File: src/design/ofd_map.svh
// Purpose: field positions, scale shifts and masks for the operand field decoder
// Assumes: 16-bit instruction word, 32-bit registers
// Notes: definitions only
`ifndef OFD_MAP_SVH
`define OFD_MAP_SVH
`define OFD_FLD_N 11:8
`define OFD_FLD_M 7:4
`define OFD_FLD_D4 3:0
`define OFD_FLD_D8 7:0
`define OFD_FLD_D12 11:0
`define OFD_FLD_IMM 7:0
`define OFD_SH_X1 2'h0
`define OFD_SH_X2 2'h1
`define OFD_SH_X4 2'h2
`define OFD_PC_LONG_MASK 32'hFFFF_FFFC
`define OFD_REG_ZERO 4'h0
`define OFD_ONE 32'h0000_0001
`endif

File: src/design/ofd_pkg.sv
// Purpose: shared types of the operand field decoder
// Assumes: operation class comes from an upstream opcode classifier
// Notes: size codes equal the log2 of the byte count
package ofd_pkg;
   typedef logic [15:0] ofd_instr_t;
   typedef logic [31:0] ofd_word_t;

   typedef enum logic [1:0] {
      SZ_BYTE = 2'b00,
      SZ_WORD = 2'b01,
      SZ_LONG = 2'b10
   } ofd_size_t;

   typedef enum logic [3:0] {
      AM_NONE = 4'b0000,
      AM_DIRECT = 4'b0001,
      AM_INDIRECT = 4'b0010,
      AM_POSTINC = 4'b0011,
      AM_PREDEC = 4'b0100,
      AM_INDEXED = 4'b0101,
      AM_DISP = 4'b0110,
      AM_GBR_DISP = 4'b0111,
      AM_GBR_INDEXED = 4'b1000,
      AM_PC_REL = 4'b1001,
      AM_PC_DISP = 4'b1010,
      AM_IMM = 4'b1011,
      AM_CTRL = 4'b1100,
      AM_ACCUM = 4'b1101
   } ofd_amode_t;

   typedef enum logic [4:0] {
      OP_NONE = 5'b00000,
      OP_N_DIRECT = 5'b00001,
      OP_N_CTRL = 5'b00010,
      OP_N_PREDEC = 5'b00011,
      OP_M_DIRECT = 5'b00100,
      OP_M_POSTINC = 5'b00101,
      OP_M_JUMP = 5'b00110,
      OP_BRANCH_FAR = 5'b00111,
      OP_NM_DIRECT = 5'b01000,
      OP_NM_IND = 5'b01001,
      OP_NM_PREDEC = 5'b01010,
      OP_NM_POSTINC = 5'b01011,
      OP_NM_INDEXED = 5'b01100,
      OP_MULT_ACCUM = 5'b01101,
      OP_MD_LOAD = 5'b01110,
      OP_ND4_STORE = 5'b01111,
      OP_NMD_STORE = 5'b10000,
      OP_NMD_LOAD = 5'b10001,
      OP_GBR_LOAD = 5'b10010,
      OP_GBR_STORE = 5'b10011,
      OP_MOVE_ADDR = 5'b10100,
      OP_PC_DISP_RN = 5'b10101,
      OP_BR8 = 5'b10110,
      OP_BR12 = 5'b10111,
      OP_IMM_ZX_R0 = 5'b11000,
      OP_IMM_ZX_GBR = 5'b11001,
      OP_IMM_SX_R0 = 5'b11010,
      OP_IMM_SX_RN = 5'b11011,
      OP_TRAP = 5'b11100
   } ofd_op_t;

   typedef struct packed {
      logic [3:0] src_reg;
      ofd_amode_t src_mode;
      logic [3:0] src2_reg;
      ofd_amode_t src2_mode;
      logic [3:0] dst_reg;
      ofd_amode_t dst_mode;
      logic to_accum;
      logic imm_valid;
      ofd_word_t imm;
      logic ea_valid;
      ofd_word_t eaddr;
   } ofd_operands_t;
endpackage

File: src/design/ofd_ext_scale.sv
// Purpose: extend a short field to register width and scale it by a left shift
// Assumes: OUT_W larger than IN_W
// Notes: pure combinational
`timescale 1ns/10ps
`default_nettype none
module ofd_ext_scale #(
   parameter int IN_W = 8,
   parameter int OUT_W = 32
) (
   input wire logic [IN_W-1:0] field,
   input wire logic sign_ext,
   input wire logic [1:0] shift,
   output logic [OUT_W-1:0] value
);
   logic [OUT_W-1:0] ext;

   always_comb begin
      ext = {{(OUT_W-IN_W){sign_ext & field[IN_W-1]}}, field};
      value = ext << shift;
   end
endmodule // ofd_ext_scale
`default_nettype wire

File: src/design/ofd_decoder.sv
// Purpose: operand field decoder between fetch and execute
// Assumes: register values are read by upstream logic from the nibbles of instr
// Notes: one cycle latency; operands hold between valid inputs
`timescale 1ns/10ps
`default_nettype none
`include "ofd_map.svh"
module ofd_decoder
   import ofd_pkg::*;
(
   input wire logic clk_sys,
   input wire logic rst_b,
   input wire logic in_valid,
   input wire ofd_instr_t instr,
   input wire ofd_op_t in_op,
   input wire ofd_size_t in_size,
   input wire ofd_word_t pc,
   input wire ofd_word_t reg_hi_value,
   input wire ofd_word_t reg_mid_value,
   input wire ofd_word_t reg_zero_value,
   input wire ofd_word_t global_base_reg,
   output logic out_valid,
   output ofd_operands_t operands,
   output logic op_err
);
   ofd_operands_t ops_d, ops_q;
   logic valid_d, valid_q;
   logic err_d, err_q;
   logic [3:0] hi_nib;
   logic [3:0] mid_nib;
   logic [1:0] size_sh;
   logic [1:0] d8_sh;
   logic [1:0] imm_sh;
   logic d8_sign;
   logic imm_sign;
   logic size_bad;
   ofd_word_t d4_val;
   ofd_word_t d8_val;
   ofd_word_t d12_val;
   ofd_word_t imm_val;
   ofd_word_t pc_base;
   ofd_word_t dec_step;

   // the nibbles are named by position only; meaning comes from in_op
   assign hi_nib = instr[`OFD_FLD_N];
   assign mid_nib = instr[`OFD_FLD_M];
   // size codes equal the scale shift, so the size doubles as the shift
   assign size_sh = 2'(in_size);
   assign size_bad = (in_size != SZ_BYTE) && (in_size != SZ_WORD) && (in_size != SZ_LONG);
   assign d8_sign = (in_op == OP_BR8);
   assign d8_sh = (in_op == OP_BR8) ? `OFD_SH_X2 : size_sh;
   assign imm_sign = (in_op == OP_IMM_SX_R0) || (in_op == OP_IMM_SX_RN);
   assign imm_sh = (in_op == OP_TRAP) ? `OFD_SH_X4 : `OFD_SH_X1;
   // longword pc-relative loads see a longword-aligned pc
   assign pc_base = (in_size == SZ_LONG) ? (pc & `OFD_PC_LONG_MASK) : pc;
   assign dec_step = `OFD_ONE << size_sh;

   ofd_ext_scale #(.IN_W(4), .OUT_W(32)) u_disp4 (
      .field(instr[`OFD_FLD_D4]),
      .sign_ext(1'b0),
      .shift(size_sh),
      .value(d4_val)
   );

   ofd_ext_scale #(.IN_W(8), .OUT_W(32)) u_disp8 (
      .field(instr[`OFD_FLD_D8]),
      .sign_ext(d8_sign),
      .shift(d8_sh),
      .value(d8_val)
   );

   ofd_ext_scale #(.IN_W(12), .OUT_W(32)) u_disp12 (
      .field(instr[`OFD_FLD_D12]),
      .sign_ext(1'b1),
      .shift(`OFD_SH_X2),
      .value(d12_val)
   );

   ofd_ext_scale #(.IN_W(8), .OUT_W(32)) u_imm8 (
      .field(instr[`OFD_FLD_IMM]),
      .sign_ext(imm_sign),
      .shift(imm_sh),
      .value(imm_val)
   );

   always_comb begin
      ops_d = '0;
      err_d = size_bad;
      valid_d = in_valid;
      unique case (in_op)
         OP_NONE: begin
         end
         OP_N_DIRECT: begin
            ops_d.dst_reg = hi_nib;
            ops_d.dst_mode = AM_DIRECT;
         end
         OP_N_CTRL: begin
            ops_d.src_mode = AM_CTRL;
            ops_d.dst_reg = hi_nib;
            ops_d.dst_mode = AM_DIRECT;
         end
         OP_N_PREDEC: begin
            ops_d.src_mode = AM_CTRL;
            ops_d.dst_reg = hi_nib;
            ops_d.dst_mode = AM_PREDEC;
            ops_d.ea_valid = 1'b1;
            ops_d.eaddr = reg_hi_value - dec_step;
         end
         OP_M_DIRECT: begin
            ops_d.src_reg = hi_nib;
            ops_d.src_mode = AM_DIRECT;
            ops_d.dst_mode = AM_CTRL;
         end
         OP_M_POSTINC: begin
            ops_d.src_reg = hi_nib;
            ops_d.src_mode = AM_POSTINC;
            ops_d.dst_mode = AM_CTRL;
            ops_d.ea_valid = 1'b1;
            ops_d.eaddr = reg_hi_value;
         end
         OP_M_JUMP: begin
            ops_d.src_reg = hi_nib;
            ops_d.src_mode = AM_INDIRECT;
            ops_d.ea_valid = 1'b1;
            ops_d.eaddr = reg_hi_value;
         end
         OP_BRANCH_FAR: begin
            ops_d.src_reg = hi_nib;
            ops_d.src_mode = AM_PC_REL;
            ops_d.ea_valid = 1'b1;
            ops_d.eaddr = pc + reg_hi_value;
         end
         OP_NM_DIRECT: begin
            ops_d.src_reg = mid_nib;
            ops_d.src_mode = AM_DIRECT;
            ops_d.dst_reg = hi_nib;
            ops_d.dst_mode = AM_DIRECT;
         end
         OP_NM_IND: begin
            ops_d.src_reg = mid_nib;
            ops_d.src_mode = AM_DIRECT;
            ops_d.dst_reg = hi_nib;
            ops_d.dst_mode = AM_INDIRECT;
            ops_d.ea_valid = 1'b1;
            ops_d.eaddr = reg_hi_value;
         end
         OP_NM_PREDEC: begin
            ops_d.src_reg = mid_nib;
            ops_d.src_mode = AM_DIRECT;
            ops_d.dst_reg = hi_nib;
            ops_d.dst_mode = AM_PREDEC;
            ops_d.ea_valid = 1'b1;
            ops_d.eaddr = reg_hi_value - dec_step;
         end
         OP_NM_POSTINC: begin
            ops_d.src_reg = mid_nib;
            ops_d.src_mode = AM_POSTINC;
            ops_d.dst_reg = hi_nib;
            ops_d.dst_mode = AM_DIRECT;
            ops_d.ea_valid = 1'b1;
            ops_d.eaddr = reg_mid_value;
         end
         OP_NM_INDEXED: begin
            ops_d.src_reg = mid_nib;
            ops_d.src_mode = AM_DIRECT;
            ops_d.dst_reg = hi_nib;
            ops_d.dst_mode = AM_INDEXED;
            ops_d.ea_valid = 1'b1;
            ops_d.eaddr = reg_hi_value + reg_zero_value;
         end
         OP_MULT_ACCUM: begin
            // both nibbles are sources here; the upper one is not a destination
            ops_d.src_reg = mid_nib;
            ops_d.src_mode = AM_POSTINC;
            ops_d.src2_reg = hi_nib;
            ops_d.src2_mode = AM_POSTINC;
            ops_d.dst_mode = AM_ACCUM;
            ops_d.to_accum = 1'b1;
            ops_d.ea_valid = 1'b1;
            ops_d.eaddr = reg_mid_value;
         end
         OP_MD_LOAD: begin
            ops_d.src_reg = mid_nib;
            ops_d.src_mode = AM_DISP;
            ops_d.dst_reg = `OFD_REG_ZERO;
            ops_d.dst_mode = AM_DIRECT;
            ops_d.ea_valid = 1'b1;
            ops_d.eaddr = reg_mid_value + d4_val;
         end
         OP_ND4_STORE: begin
            ops_d.src_reg = `OFD_REG_ZERO;
            ops_d.src_mode = AM_DIRECT;
            ops_d.dst_reg = mid_nib;
            ops_d.dst_mode = AM_DISP;
            ops_d.ea_valid = 1'b1;
            ops_d.eaddr = reg_mid_value + d4_val;
         end
         OP_NMD_STORE: begin
            ops_d.src_reg = mid_nib;
            ops_d.src_mode = AM_DIRECT;
            ops_d.dst_reg = hi_nib;
            ops_d.dst_mode = AM_DISP;
            ops_d.ea_valid = 1'b1;
            ops_d.eaddr = reg_hi_value + d4_val;
         end
         OP_NMD_LOAD: begin
            ops_d.src_reg = mid_nib;
            ops_d.src_mode = AM_DISP;
            ops_d.dst_reg = hi_nib;
            ops_d.dst_mode = AM_DIRECT;
            ops_d.ea_valid = 1'b1;
            ops_d.eaddr = reg_mid_value + d4_val;
         end
         OP_GBR_LOAD: begin
            ops_d.src_mode = AM_GBR_DISP;
            ops_d.dst_reg = `OFD_REG_ZERO;
            ops_d.dst_mode = AM_DIRECT;
            ops_d.ea_valid = 1'b1;
            ops_d.eaddr = global_base_reg + d8_val;
         end
         OP_GBR_STORE: begin
            ops_d.src_reg = `OFD_REG_ZERO;
            ops_d.src_mode = AM_DIRECT;
            ops_d.dst_mode = AM_GBR_DISP;
            ops_d.ea_valid = 1'b1;
            ops_d.eaddr = global_base_reg + d8_val;
         end
         OP_MOVE_ADDR, OP_PC_DISP_RN: begin
            // byte size has no pc-relative displacement form
            err_d = size_bad || (in_size == SZ_BYTE);
            ops_d.src_mode = AM_PC_DISP;
            ops_d.dst_reg = (in_op == OP_PC_DISP_RN) ? hi_nib : `OFD_REG_ZERO;
            ops_d.dst_mode = AM_DIRECT;
            ops_d.ea_valid = 1'b1;
            ops_d.eaddr = pc_base + d8_val;
         end
         OP_BR8: begin
            ops_d.src_mode = AM_PC_REL;
            ops_d.ea_valid = 1'b1;
            ops_d.eaddr = pc + d8_val;
         end
         OP_BR12: begin
            ops_d.src_mode = AM_PC_REL;
            ops_d.ea_valid = 1'b1;
            ops_d.eaddr = pc + d12_val;
         end
         OP_IMM_ZX_R0, OP_IMM_SX_R0: begin
            ops_d.src_mode = AM_IMM;
            ops_d.imm_valid = 1'b1;
            ops_d.imm = imm_val;
            ops_d.dst_reg = `OFD_REG_ZERO;
            ops_d.dst_mode = AM_DIRECT;
         end
         OP_IMM_ZX_GBR: begin
            ops_d.src_mode = AM_IMM;
            ops_d.imm_valid = 1'b1;
            ops_d.imm = imm_val;
            ops_d.dst_mode = AM_GBR_INDEXED;
            ops_d.ea_valid = 1'b1;
            ops_d.eaddr = global_base_reg + reg_zero_value;
         end
         OP_IMM_SX_RN: begin
            ops_d.src_mode = AM_IMM;
            ops_d.imm_valid = 1'b1;
            ops_d.imm = imm_val;
            ops_d.dst_reg = hi_nib;
            ops_d.dst_mode = AM_DIRECT;
         end
         OP_TRAP: begin
            ops_d.src_mode = AM_IMM;
            ops_d.imm_valid = 1'b1;
            ops_d.imm = imm_val;
         end
         default: begin
            err_d = 1'b1;
         end
      endcase
      // results hold between accepted words so execute may sample late
      if (!in_valid) begin
         ops_d = ops_q;
         err_d = err_q;
      end
   end

   always_ff @(posedge clk_sys or negedge rst_b) begin
      if (!rst_b) begin
         ops_q <= '0;
         valid_q <= 1'b0;
         err_q <= 1'b0;
      end else begin
         ops_q <= ops_d;
         valid_q <= valid_d;
         err_q <= err_d;
      end
   end

   assign operands = ops_q;
   assign out_valid = valid_q;
   assign op_err = err_q;

   a_pc_reg_sum: assert property (
      @(posedge clk_sys) disable iff (!rst_b)
      in_valid && in_op == OP_BRANCH_FAR |=>
         operands.ea_valid && operands.eaddr == $past(pc) + $past(reg_hi_value))
      else $error("pc plus register address wrong");

   a_imm_zero_ext: assert property (
      @(posedge clk_sys) disable iff (!rst_b)
      in_valid && in_op == OP_IMM_ZX_R0 |=>
         operands.imm == {24'h00_0000, $past(instr[`OFD_FLD_IMM])})
      else $error("logic immediate not zero extended");

   a_imm_sign_ext: assert property (
      @(posedge clk_sys) disable iff (!rst_b)
      in_valid && in_op == OP_IMM_SX_RN |=>
         operands.imm == {{24{$past(instr[7])}}, $past(instr[`OFD_FLD_IMM])}
         && operands.dst_reg == $past(instr[`OFD_FLD_N]))
      else $error("immediate not sign extended");

   a_trap_scale: assert property (
      @(posedge clk_sys) disable iff (!rst_b)
      in_valid && in_op == OP_TRAP |=>
         operands.imm == {22'h0, $past(instr[`OFD_FLD_IMM]), 2'h0})
      else $error("trap offset not times four");

   a_idle_hold: assert property (
      @(posedge clk_sys) disable iff (!rst_b)
      !in_valid |=> !out_valid && $stable(operands))
      else $error("operands changed without a valid word");

   a_single_dest: assert property (
      @(posedge clk_sys) disable iff (!rst_b)
      in_valid && in_op == OP_N_PREDEC |=>
         operands.dst_mode == AM_PREDEC && operands.dst_reg == $past(instr[`OFD_FLD_N]))
      else $error("single destination field wrong");

   a_mac_accum: assert property (
      @(posedge clk_sys) disable iff (!rst_b)
      in_valid && in_op == OP_MULT_ACCUM |=>
         operands.to_accum && operands.src2_mode == AM_POSTINC && operands.dst_mode == AM_ACCUM)
      else $error("multiply accumulate operands wrong");

   a_disp4_word: assert property (
      @(posedge clk_sys) disable iff (!rst_b)
      in_valid && in_op == OP_NMD_LOAD && in_size == SZ_WORD |=>
         operands.eaddr == $past(reg_mid_value) + {27'h0, $past(instr[`OFD_FLD_D4]), 1'b0})
      else $error("four bit displacement wrong");

   a_gbr_long: assert property (
      @(posedge clk_sys) disable iff (!rst_b)
      in_valid && in_op == OP_GBR_LOAD && in_size == SZ_LONG |=>
         operands.eaddr == $past(global_base_reg) + {22'h0, $past(instr[`OFD_FLD_D8]), 2'h0})
      else $error("global base displacement wrong");

   a_pc_long_mask: assert property (
      @(posedge clk_sys) disable iff (!rst_b)
      in_valid && in_op == OP_MOVE_ADDR && in_size == SZ_LONG |=>
         operands.eaddr[1:0] == 2'h0)
      else $error("longword pc address not aligned");

   a_branch_twelve: assert property (
      @(posedge clk_sys) disable iff (!rst_b)
      in_valid && in_op == OP_BR12 |=>
         operands.eaddr == $past(pc) + {{19{$past(instr[11])}}, $past(instr[`OFD_FLD_D12]), 1'b0})
      else $error("branch target wrong");
endmodule // ofd_decoder
`default_nettype wire

File: config.mk
export PLATFORM = sky130hd
export DESIGN_NAME = ofd_decoder
export DESIGN_NICKNAME = d
export VERILOG_FILES = /design/src/design/ofd_pkg.sv /design/src/design/ofd_ext_scale.sv /design/src/design/ofd_decoder.sv
export VERILOG_INCLUDE_DIRS = /design/src /design/src/design
export SDC_FILE = /design/constraint.sdc
export NUM_CORES = 1
export LEC_CHECK = 0
export BUFFER_PORTS_ARGS = -buffer_cell sky130_fd_sc_hd__buf_2
export CORE_AREA = 2 2 233 235
export CTS_BUF_LIST = sky130_fd_sc_hd__clkbuf_8 sky130_fd_sc_hd__clkbuf_16
export CTS_CLUSTER_SIZE = 12
export DETAILED_ROUTE_END_ITERATION = 10
export DIE_AREA = 0 0 235 237
export PLACE_DENSITY = 0.5
export SLEW_MARGIN = 30
export SYNTH_ARGS = -nofsm -noshare
export SYNTH_HDL_FRONTEND = slang
export SYNTH_HIERARCHICAL = 1
export SYNTH_SLANG_ARGS = --single-unit
File: constraint.sdc
create_clock -name clk_sys -period 1.6 [get_ports clk_sys]
set_clock_uncertainty 0.1 [all_clocks]
set_input_delay 0.16 -clock clk_sys [delete_from_list [all_inputs] [get_ports clk_sys]]
set_output_delay 0.16 -clock clk_sys [all_outputs]
set_load 0.05 [all_outputs]
==> flow_summary.yaml, run 1 <==
synth:
  syn_area_per_cell_um2: 7.644
  synth_top_cell_by_area: "dfrtp_1"
  synth_area_leaders: "dfrtp_1 (14%), ha_1 (12%), nand2_1 (6.3%), a21oi_1 (5.1%), mux2i_1 (4.9%)"
  synth_edf_count: 0
  synth_warnings: 6
  synth_top_area_share_pct: 14.08
  synthCells: 2069
  synth_common_cells: "nand2_1 (264), a21oi_1 (160), ha_1 (148)"
  synth_seq_cells: 89
  ys.flop_type: "dfrtp_1"
  synth-seq-area-share_pct: 14.08
  synth_most_common_cell: "nand2_1"
  synthesis.area_um2: 15820
  ys_types: 92
  synth-async-reset-ratio_pct: 100.0
detailed_routing:
  drc_errors: 0
  dr.pass1.iters: 6
  drt-total-wl_um: 79720
  vias: 19476
  vias_per_cell: 5.434
  drt_iter0_drc: 1710
  routedWlPerCell_um: 22.24
  ant_nets: 0
sta:
  postLayoutSetupSlackWorst_ns: -2.271
  period_share_pct: 241.9
  timing_hold_violations_final: 0
  max_slew_margin_pct: 1.226
  post-route-min-period_ns: 3.871
  whs_ns: 0.05657
  rsz0062_at_grt: "yes"
  setup_violations: 34
  finalMaxSlewViolations: 0
  worst_slew_pin_slew_ns: 1.482
  fmaxAchievable_mhz: 258.4
finish:
  fin_nets: 3222
  antennaDiodeCount: 0
  drive_gt1_share_pct: 45.84
  fin_util_pct: 46.47
  synthToLayoutAreaGrowth_pct: 56.56
critical_path:
  crit_path_start_kind: "primary input"
  critical_path_class: "in2reg"
  critical_path.slowest_cell: "ha_1"
  critPathMaxStageDelay_ns: 0.36
  critical-path-top-delay-family: "compound AO/OA/AOI/OAI gates"
  crit_fanout: 5
  cp.buffers_inverters: 2
  crit_top_cell: "mux2i_1"
  critical_path.endpoint_type: "register"
  cp_data_required_time_ns: 1.79
  worst_ep_arrival_time_ns: 4.06
  path_cells: "buf_8 > nand2b_4 > nor3_4 > or2_4 > buf_12 > mux2i_1 > mux2i_1 > mux2i_1 > o21ai_1 > ha_1 > a21oi_2 > o21ai_1 > or3_1 > o211ai_1 > o211ai_1 > a221o_1 > a21boi_1 > xor2_1 > nor2_1 > o32a_1"
placed_design:
  hpwl_um: 64770
  gp_congestion: 0.9889
  port_buffers: 272
floorplan:
  fp.dieH_um: 237
  num_rows: 85
  die_area_um2: 55700
  fp.dieW_um: 235
  start_util_pct: 29.68
  ioPinCount: 279
  core_um2: 53280
clock_network:
  cts_buffers: 9
  clkSinkCount: 89
  cts_tree: "yes"
  insertion_delay_ns: 0.38
  clk_pin_slew_ns: 0.09
  cts_buffer_depth: 2
  cts-htree-levels: 3
  root_buffer: "clkbuf_16"
outcome:
  violations: "setup timing"
  status: "complete, but fails checks"
power_and_ir_drop:
  power_leakage_nw: 12.06
  power_density_nw_per_um2: 571.4
  finalPower_w: 0.01415
  ir_drop_mv: 0.4184
run:
  cap_violations: 0
global_routing:
  grt_pass1_vias: 19135
  grt_max_degree: 34
  grt_usage_pct: 27.29
  grt-ovfl-total: 0
  grt_pass1_wl_um: 116800
  antenna_found_initial: 1
min_path:
  min_path_type: "in2reg"
-- routing by layer --
metal	vias to the layer above	GRT usage [%]	wire [um]	share of wire, %
met1	9434	38.74	36900	46
met3	101	3.626	5059	6.3
met4	2	8.247	2392	3.0
met5	-	0	13	0.016
li1	9240	-	-	-
met2	699	42.78	35350	44
-- stage by stage --
step | TNS (ns) | area [um2] | cells | worst slack, ns
after floorplan | -58.33 | 16300 | 2082 | -2.289
after global placement | -92.07 | 22540 | 3502 | -3.132
after detailed placement | -94.26 | 22540 | 3502 | -3.147
after CTS | -61.63 | 23930 | 3557 | -2.223
after global routing | -67.73 | 24760 | 3584 | -2.475
final | -61.96 | 24760 | 3584 | -2.271
-- cell families after synthesis --
logic type,after synthesis,synth area share (%)
xor gates and xnor gates,109,6.036
and+or+nand+nor,623,18.49
AOI/OAI and AO/OA,688,29.87
adders and majority gates,153,12.34
other,2,0.04749
buffers and inverters,256,8.513
DFF,89,14.08
muxes,149,10.62
-- sequential cells by signal, summed over array words and instances, names as in the netlist --
register	count
op_err	1
operands	87
out_valid	1
-- layout make-up --
class	instances	area, um2
flip-flops and latches	89	2227
inverters	40	167.7
clock inverters	7	76.32
multi-input cells	1737	13740
well taps	696	870.8
fillers	5234	28520
clock buffers	9	225.2
repair buffers	1006	7455
-- worst min-delay path: cells and delay by family --
kind | cells | cell delay, ns
AO/OA/AOI/OAI | 1 | 0.12
buffers and inverters | 2 | 0.24
-- repair_timing --
| action | in CTS | in global routing |
|---|---|---|
| resized for setup | 152 | 113 |
| cloned | 2 | 4 |
| setup buffers | 42 | 29 |
| hold endpoints to repair | 89 | 0 |
| pin swaps | 63 | 74 |
| setup endpoints to repair | 37 | 55 |
| hold buffers | 1 | 0 |
-- final timing paths --
| path | start | to | slack, ns | cells after the start |
|---|---|---|---|---|
| hold reg to reg | operands[6] | operands[6] | 0.39 | 1 |
| hold / removal | instr[8] | operands[79] | 0.06 | 3 |
| max in group asynchronous | rst_b | out_valid | 0.72 | 3 |
| setup / recovery | in_op[0] | operands[24] | -2.27 | 20 |
| min in group asynchronous | rst_b | operands[44] | 0.15 | 2 |
| setup reg to reg | operands[24] | operands[24] | -0.17 | 6 |
-- layout by cell type (no fill, tap or decap), types with 13 or more instances in the layout --
cell type	count
a21o_1	63
a21oi_1	133
a21oi_2	20
a221oi_1	21
a222oi_1	13
a22o_1	51
a31oi_1	15
buf_12	28
buf_2	266
buf_4	671
buf_6	34
conb_1	15
dfrtp_1	89
ha_1	128
ha_4	16
inv_1	35
mux2_2	59
mux2i_1	65
nand2_1	256
nand2b_1	17
nand3_1	37
nand4_1	27
nor2_1	117
nor2b_1	20
nor3_1	25
o211ai_1	15
o21a_1	17
o21ai_0	102
o21ai_1	26
o21ai_2	14
o21bai_1	17
or3_1	14
xnor2_1	48
xor2_1	37
-- report_power, final --
part | switching [W] | internal (W) | leakage, nW
logic | 0.00505 | 0.00415 | 10.7
clock network | 0.00125 | 0.00112 | 0.149
registers | 0.000161 | 0.00242 | 1.19
No activity file was read; power rests on OpenSTA's default activity.
==> run 2: changes to the inputs <==
Clock period 1.6 ns to 4.3 ns, I/O delays scaled along.
==> flow_summary.yaml, run 2 (synthesized netlist as in run 1, its figures left out) <==
placed_design:
  hpwl_um: 59150
  dpl_cell_area_um2: 19800
  port_buffers: 272
  gp_congestion: 0.9531
  post-place-ws_ns: -0.7579
detailed_routing:
  ant_nets: 0
  vias: 17980
  dr.pass1.iters: 8
  vias_per_cell: 5.570
  drc_errors: 0
  routedWlPerCell_um: 22.31
  drt-total-wl_um: 72010
  drt_iter0_drc: 1908
clock_network:
  cts-htree-levels: 3
  cts_tree: "yes"
  clkSinkCount: 89
  root_buffer: "clkbuf_16"
  cts_buffer_depth: 2
  insertion_delay_ns: 0.39
  cts_buffers: 9
  clk_pin_slew_ns: 0.09
power_and_ir_drop:
  power_leakage_nw: 9.928
  power_density_nw_per_um2: 225.6
  ir_drop_mv: 0.1602
  finalPower_w: 0.004659
finish:
  final_area_um2: 20650
  largest_register_ffs: 87
  layout_common_cells: "buf_4 (360), buf_2 (270), nand2_1 (263)"
  fin_nets: 2862
  drive_gt1_share_pct: 33.58
  final_common_cell: "buf_4"
  synthToLayoutAreaGrowth_pct: 30.59
critical_path:
  crit_fanout: 5
  critPathMaxStageDelay_ns: 0.35
  worst_ep_arrival_time_ns: 4.43
  critical_path_class: "in2reg"
  critical_path.endpoint_type: "register"
  crit_path_start_kind: "primary input"
  critical_path.slowest_cell: "mux2i_2"
  cp_data_required_time_ns: 4.50
  path_cells: "buf_8 > inv_4 > nand2_4 > nor3_4 > buf_6 > or2_4 > buf_6 > o21ai_1 > mux2i_1 > mux2i_1 > o21ai_1 > ha_1 > a21o_1 > and3_4 > a2111oi_4 > o31a_4 > o21ai_4 > a21oi_4 > mux2i_2 > o2111ai_1 > a221oi_1 > buf_4 > o21ai_2"
floorplan:
  start_util_pct: 29.68
  core_um2: 53280
  die_area_um2: 55700
  fp.dieH_um: 237
  fp.dieW_um: 235
  num_rows: 85
  ioPinCount: 279
sta:
  setup_violations: 0
  post-route-min-period_ns: 4.232
  rsz0062_at_grt: "yes"
  postLayoutSetupSlackWorst_ns: 0.06757
  max_slew_margin_pct: 4.779
  finalMaxSlewViolations: 0
  timing_hold_violations_final: 0
  worst_slew_pin_slew_ns: 1.428
  period_share_pct: 98.43
  fmaxAchievable_mhz: 236.3
global_routing:
  grt_util_met2_pct: 38.96
  grt_pass1_vias: 17158
  grt_most_used_layer: "met2"
  grt-ovfl-total: 0
  met3_usage_pct: 3.952
  grt_pass1_wl_um: 105700
  antenna_found_initial: 4
  grt_max_degree: 64
  grt_usage_pct: 24.74
  use_met1_pct: 34.34
min_path:
  min_path_type: "in2reg"
run:
  cap_violations: 0
outcome:
  status: "completed"
## run 2: cell count changes in the layout (fill, tap and decap cells not counted), moves of 7 or more
cell,before,now
o21ai_0,102,117
buf_12,28,4
o21ai_1,26,19
buf_6,34,8
ha_4,16,1
xor2_1,37,45
nand2_1,256,263
a21oi_2,20,12
a21oi_1,133,147
xnor2_2,12,1
buf_4,671,360
ha_1,128,145
xnor2_1,48,63
## run 2: final cells by class
cell class	count	area (um2)
antenna	4	10.01
tap	696	870.8
clock buffer	9	225.2
multi-input combinational	1737	12820
sequential	89	2227
fill	5562	32630
inverter	40	152.6
timing repair buffer	646	4279
clock inverter	7	70.07
## run 2: layer usage
| layer | wire, um | part of all wire [%] | vias up |
|---|---|---|---|
| met5 | 0 | 0 | - |
| li1 | - | - | 8547 |
| met1 | 32550 | 45 | 8562 |
| met3 | 5389 | 7.5 | 101 |
| met2 | 31690 | 44 | 770 |
| met4 | 2374 | 3.3 | 0 |
## run 2: critical path, delay by kind of cell
kind | cells | cell delay, ns
AO/OA/AOI/OAI | 10 | 1.81
buffers and inverters | 5 | 0.60
AND/OR/NAND/NOR | 4 | 0.66
multiplexers | 3 | 0.60
adder cells (fa/ha/maj) | 1 | 0.29
## run 2: what timing repair did
item                                   4_1_cts  5_1_grt
hold buffers                                 0        1
setup endpoints to repair                    8       19
endpoints found under the hold margin        0       23
resized for setup                           17       91
pin swaps                                    6       58
setup buffers                                1       11
## run 2: worst paths after layout
check | startpoint | to | slack, ns | depth (start not counted)
worst max-delay path | in_op[3] | operands[27] | 0.07 | 23
worst min-delay path | instr[8] | operands[79] | 0.27 | 2
worst max register to register | operands[24] | operands[24] | 2.58 | 6
worst min register to register | operands[32] | operands[32] | 0.38 | 1
max in group asynchronous | rst_b | operands[36] | 2.75 | 3
min in group asynchronous | rst_b | operands[47] | 0.51 | 2
## run 2: stage by stage
| step | hold slack (ns) | cells | setup TNS (ns) | utilization (%) |
|---|---|---|---|---|
| 3_3_place_gp | 0.3603 | 3197 | -7.661 | 37.15 |
| 4_1_cts | 0.1037 | 3214 | 0 | 37.83 |
| 2_1_floorplan | 0.03441 | 2082 | -0.004893 | - |
| 6_report | 0.2691 | 3228 | 0 | 38.76 |
| 3_5_place_dp | 0.3689 | 3197 | -7.867 | 37.15 |
| 5_1_grt | 0.2839 | 3227 | -0.2856 | 38.76 |
## run 2: report_power, final
| part | total [W] | internal (W) | leakage, nW | switching [W] |
|---|---|---|---|---|
| Clock | 0.000887 | 0.000412 | 0.144 | 0.000475 |
| Sequential | 0.000957 | 0.000902 | 1.19 | 0.0000553 |
| Combinational | 0.00282 | 0.00115 | 8.60 | 0.00166 |
| Total | 0.00466 | 0.00247 | 9.93 | 0.00219 |
==> run 3: changes to the inputs <==
Settings changed: REMOVE_ABC_BUFFERS from default to 1.
==> flow_summary.yaml, run 3 (synthesized netlist as in run 1, its figures left out) <==
outcome:
  status: "completed"
global_routing:
  grt_max_degree: 75
  grt_pass1_vias: 17676
  grt-ovfl-total: 0
  grt_usage_pct: 26.23
  grt_pass1_wl_um: 111200
  antenna_found_initial: 3
floorplan:
  fp.dieW_um: 235
  num_rows: 85
  core_um2: 53280
  ioPinCount: 279
  die_area_um2: 55700
  fp.dieH_um: 237
  start_util_pct: 29.68
sta:
  timing_hold_violations_final: 0
  period_share_pct: 97.89
  setup_violations: 0
  whs_ns: 0.2767
  finalMaxSlewViolations: 0
  fmaxAchievable_mhz: 237.6
  worst_slew_pin_slew_ns: 1.347
  max_slew_margin_pct: 10.18
  rsz0062_at_grt: "yes"
  postLayoutSetupSlackWorst_ns: 0.09077
  post-route-min-period_ns: 4.209
finish:
  layout_common_cells: "buf_4 (439), buf_2 (266), nand2_1 (261)"
  final_common_cell: "buf_4"
  fin_nets: 2943
  synthToLayoutAreaGrowth_pct: 36.31
  multi_input_area_um2: 13040
  drive_gt1_share_pct: 36.72
  largest_register_ffs: 87
  layout.area.seq_um2: 2227
  fillers: 5552
detailed_routing:
  dr.pass1.iters: 6
  routedWlPerCell_um: 23.22
  ant_nets: 0
  drt_iter0_drc: 1626
  vias_per_cell: 5.561
  drc_errors: 0
  drt-total-wl_um: 76760
  vias: 18385
critical_path:
  critPathMaxStageDelay_ns: 0.36
  critical_path_class: "in2reg"
  critical_path.slowest_cell: "a221oi_2"
  worst_ep_arrival_time_ns: 4.41
  crit_fanout: 7
  crit_path_start_kind: "primary input"
  rr_worst_depth: 5
  critical_path.endpoint_type: "register"
  cp_data_required_time_ns: 4.50
  path_cells: "buf_4 > inv_4 > nor3_4 > buf_6 > or2_4 > buf_12 > mux2i_4 > mux2i_2 > mux2i_1 > o21ai_1 > ha_2 > a21oi_2 > nor2_2 > a2111oi_2 > o31a_2 > o21ai_4 > a21oi_4 > xnor2_2 > a221oi_2 > buf_4 > a21oi_2 > a221o_1"
power_and_ir_drop:
  power.switching_w: 0.002253
  seqPwrFrac_pct: 19.9
  clockPowerShare_pct: 18.2
  finalPower_w: 0.004816
  internal-power_w: 0.002563
  pwr-share-comb_pct: 61.8
  ir_drop_mv: 0.1610
  power_density_nw_per_um2: 223.4
  power_leakage_nw: 10.36
  p_sw_share_pct: 46.78
clock_network:
  cts-htree-levels: 3
  cts_buffers: 9
  cts_buffer_depth: 2
  clkSinkCount: 89
  insertion_delay_ns: 0.39
  cts_tree: "yes"
  clk_pin_slew_ns: 0.10
  root_buffer: "clkbuf_16"
placed_design:
  hpwl_um: 62420
  post-place-ws_ns: -0.7284
  gp_congestion: 0.9660
  port_buffers: 272
min_path:
  min_path_type: "in2reg"
  whs_path_depth: 2
run:
  cap_violations: 0
run 3: cell types whose count changed in the layout (fill, tap and decap cells not counted), moves of 4 or more:
cell	previous run	this run
a21oi_1	147	143
ha_1	145	133
buf_2	270	266
ha_4	1	12
o21ai_1	19	24
o21ai_0	117	113
buf_4	360	439
run 3: path summary, 6_finish.rpt:
check,slack [ns],from,end
min in group asynchronous,0.53,rst_b,operands[14]
min,0.28,instr[10],operands[81]
min reg2reg,0.38,operands[32],operands[32]
max in group asynchronous,2.65,rst_b,operands[30]
max reg2reg,2.52,operands[28],operands[28]
max,0.09,in_op[1],operands[23]
run 3: worst max-delay path, delay by kind of cell:
family | cells | cell delay, ns
AO/OA/AOI/OAI | 9 | 1.95
buffers and inverters | 5 | 0.66
multiplexers | 3 | 0.53
AND/OR/NAND/NOR | 3 | 0.40
adder cells (fa/ha/maj) | 1 | 0.32
XOR/XNOR | 1 | 0.13
run 3: cell type report:
| class | count | share of cell area [%] |
|---|---|---|
| timing repair buffer | 727 | 22.99 |
| inverter | 40 | 0.7197 |
| tap | 696 | 4.039 |
| sequential | 89 | 10.33 |
| clock buffer | 9 | 1.045 |
| multi-input combinational | 1737 | 60.49 |
| clock inverter | 7 | 0.3772 |
| antenna | 1 | 0.01161 |
run 3: per-stage QoR:
stage / TNS [ns] / std cells / util, % / instance area [um2]
2_1_floorplan: -38.18 / 1866 / - / 14670
3_3_place_gp: -9.203 / 3276 / 38.21 / 20360
3_5_place_dp: -9.487 / 3276 / 38.23 / 20370
4_1_cts: -0.1053 / 3293 / 38.93 / 20740
5_1_grt: -0.4789 / 3306 / 40.46 / 21560
6_report: 0 / 3306 / 40.46 / 21560
run 3: per-layer routing:
layer	global-route usage [%]	part of all wire [%]	up-vias
met4	8.362	3.3	2
met2	41.45	44	726
met5	0	0.018	-
met1	36.99	45	8845
li1	-	-	8697
met3	3.171	6.9	115
run 3: what timing repair did:
action / 4_1_cts / 5_1_grt
setup buffers: 0 / 11
endpoints found under the setup margin: 13 / 23
gates cloned: 0 / 1
hold endpoints to repair: 13 / 0
hold buffers: 1 / 0
gates resized for setup: 11 / 152
pin swaps: 3 / 64
run 3: power by group through the flow:
stage / Clock, W / Sequential [W] / Combinational, W
finish: 0.000878 / 0.000959 / 0.00298
global route: 0.000925 / 0.000965 / 0.00318
CTS: 0.000904 / 0.000959 / 0.00279
detailed placement: 0 / 0.000974 / 0.00276
global placement: 0 / 0.000974 / 0.00275
floorplan: 0 / 0.00119 / 0.00126
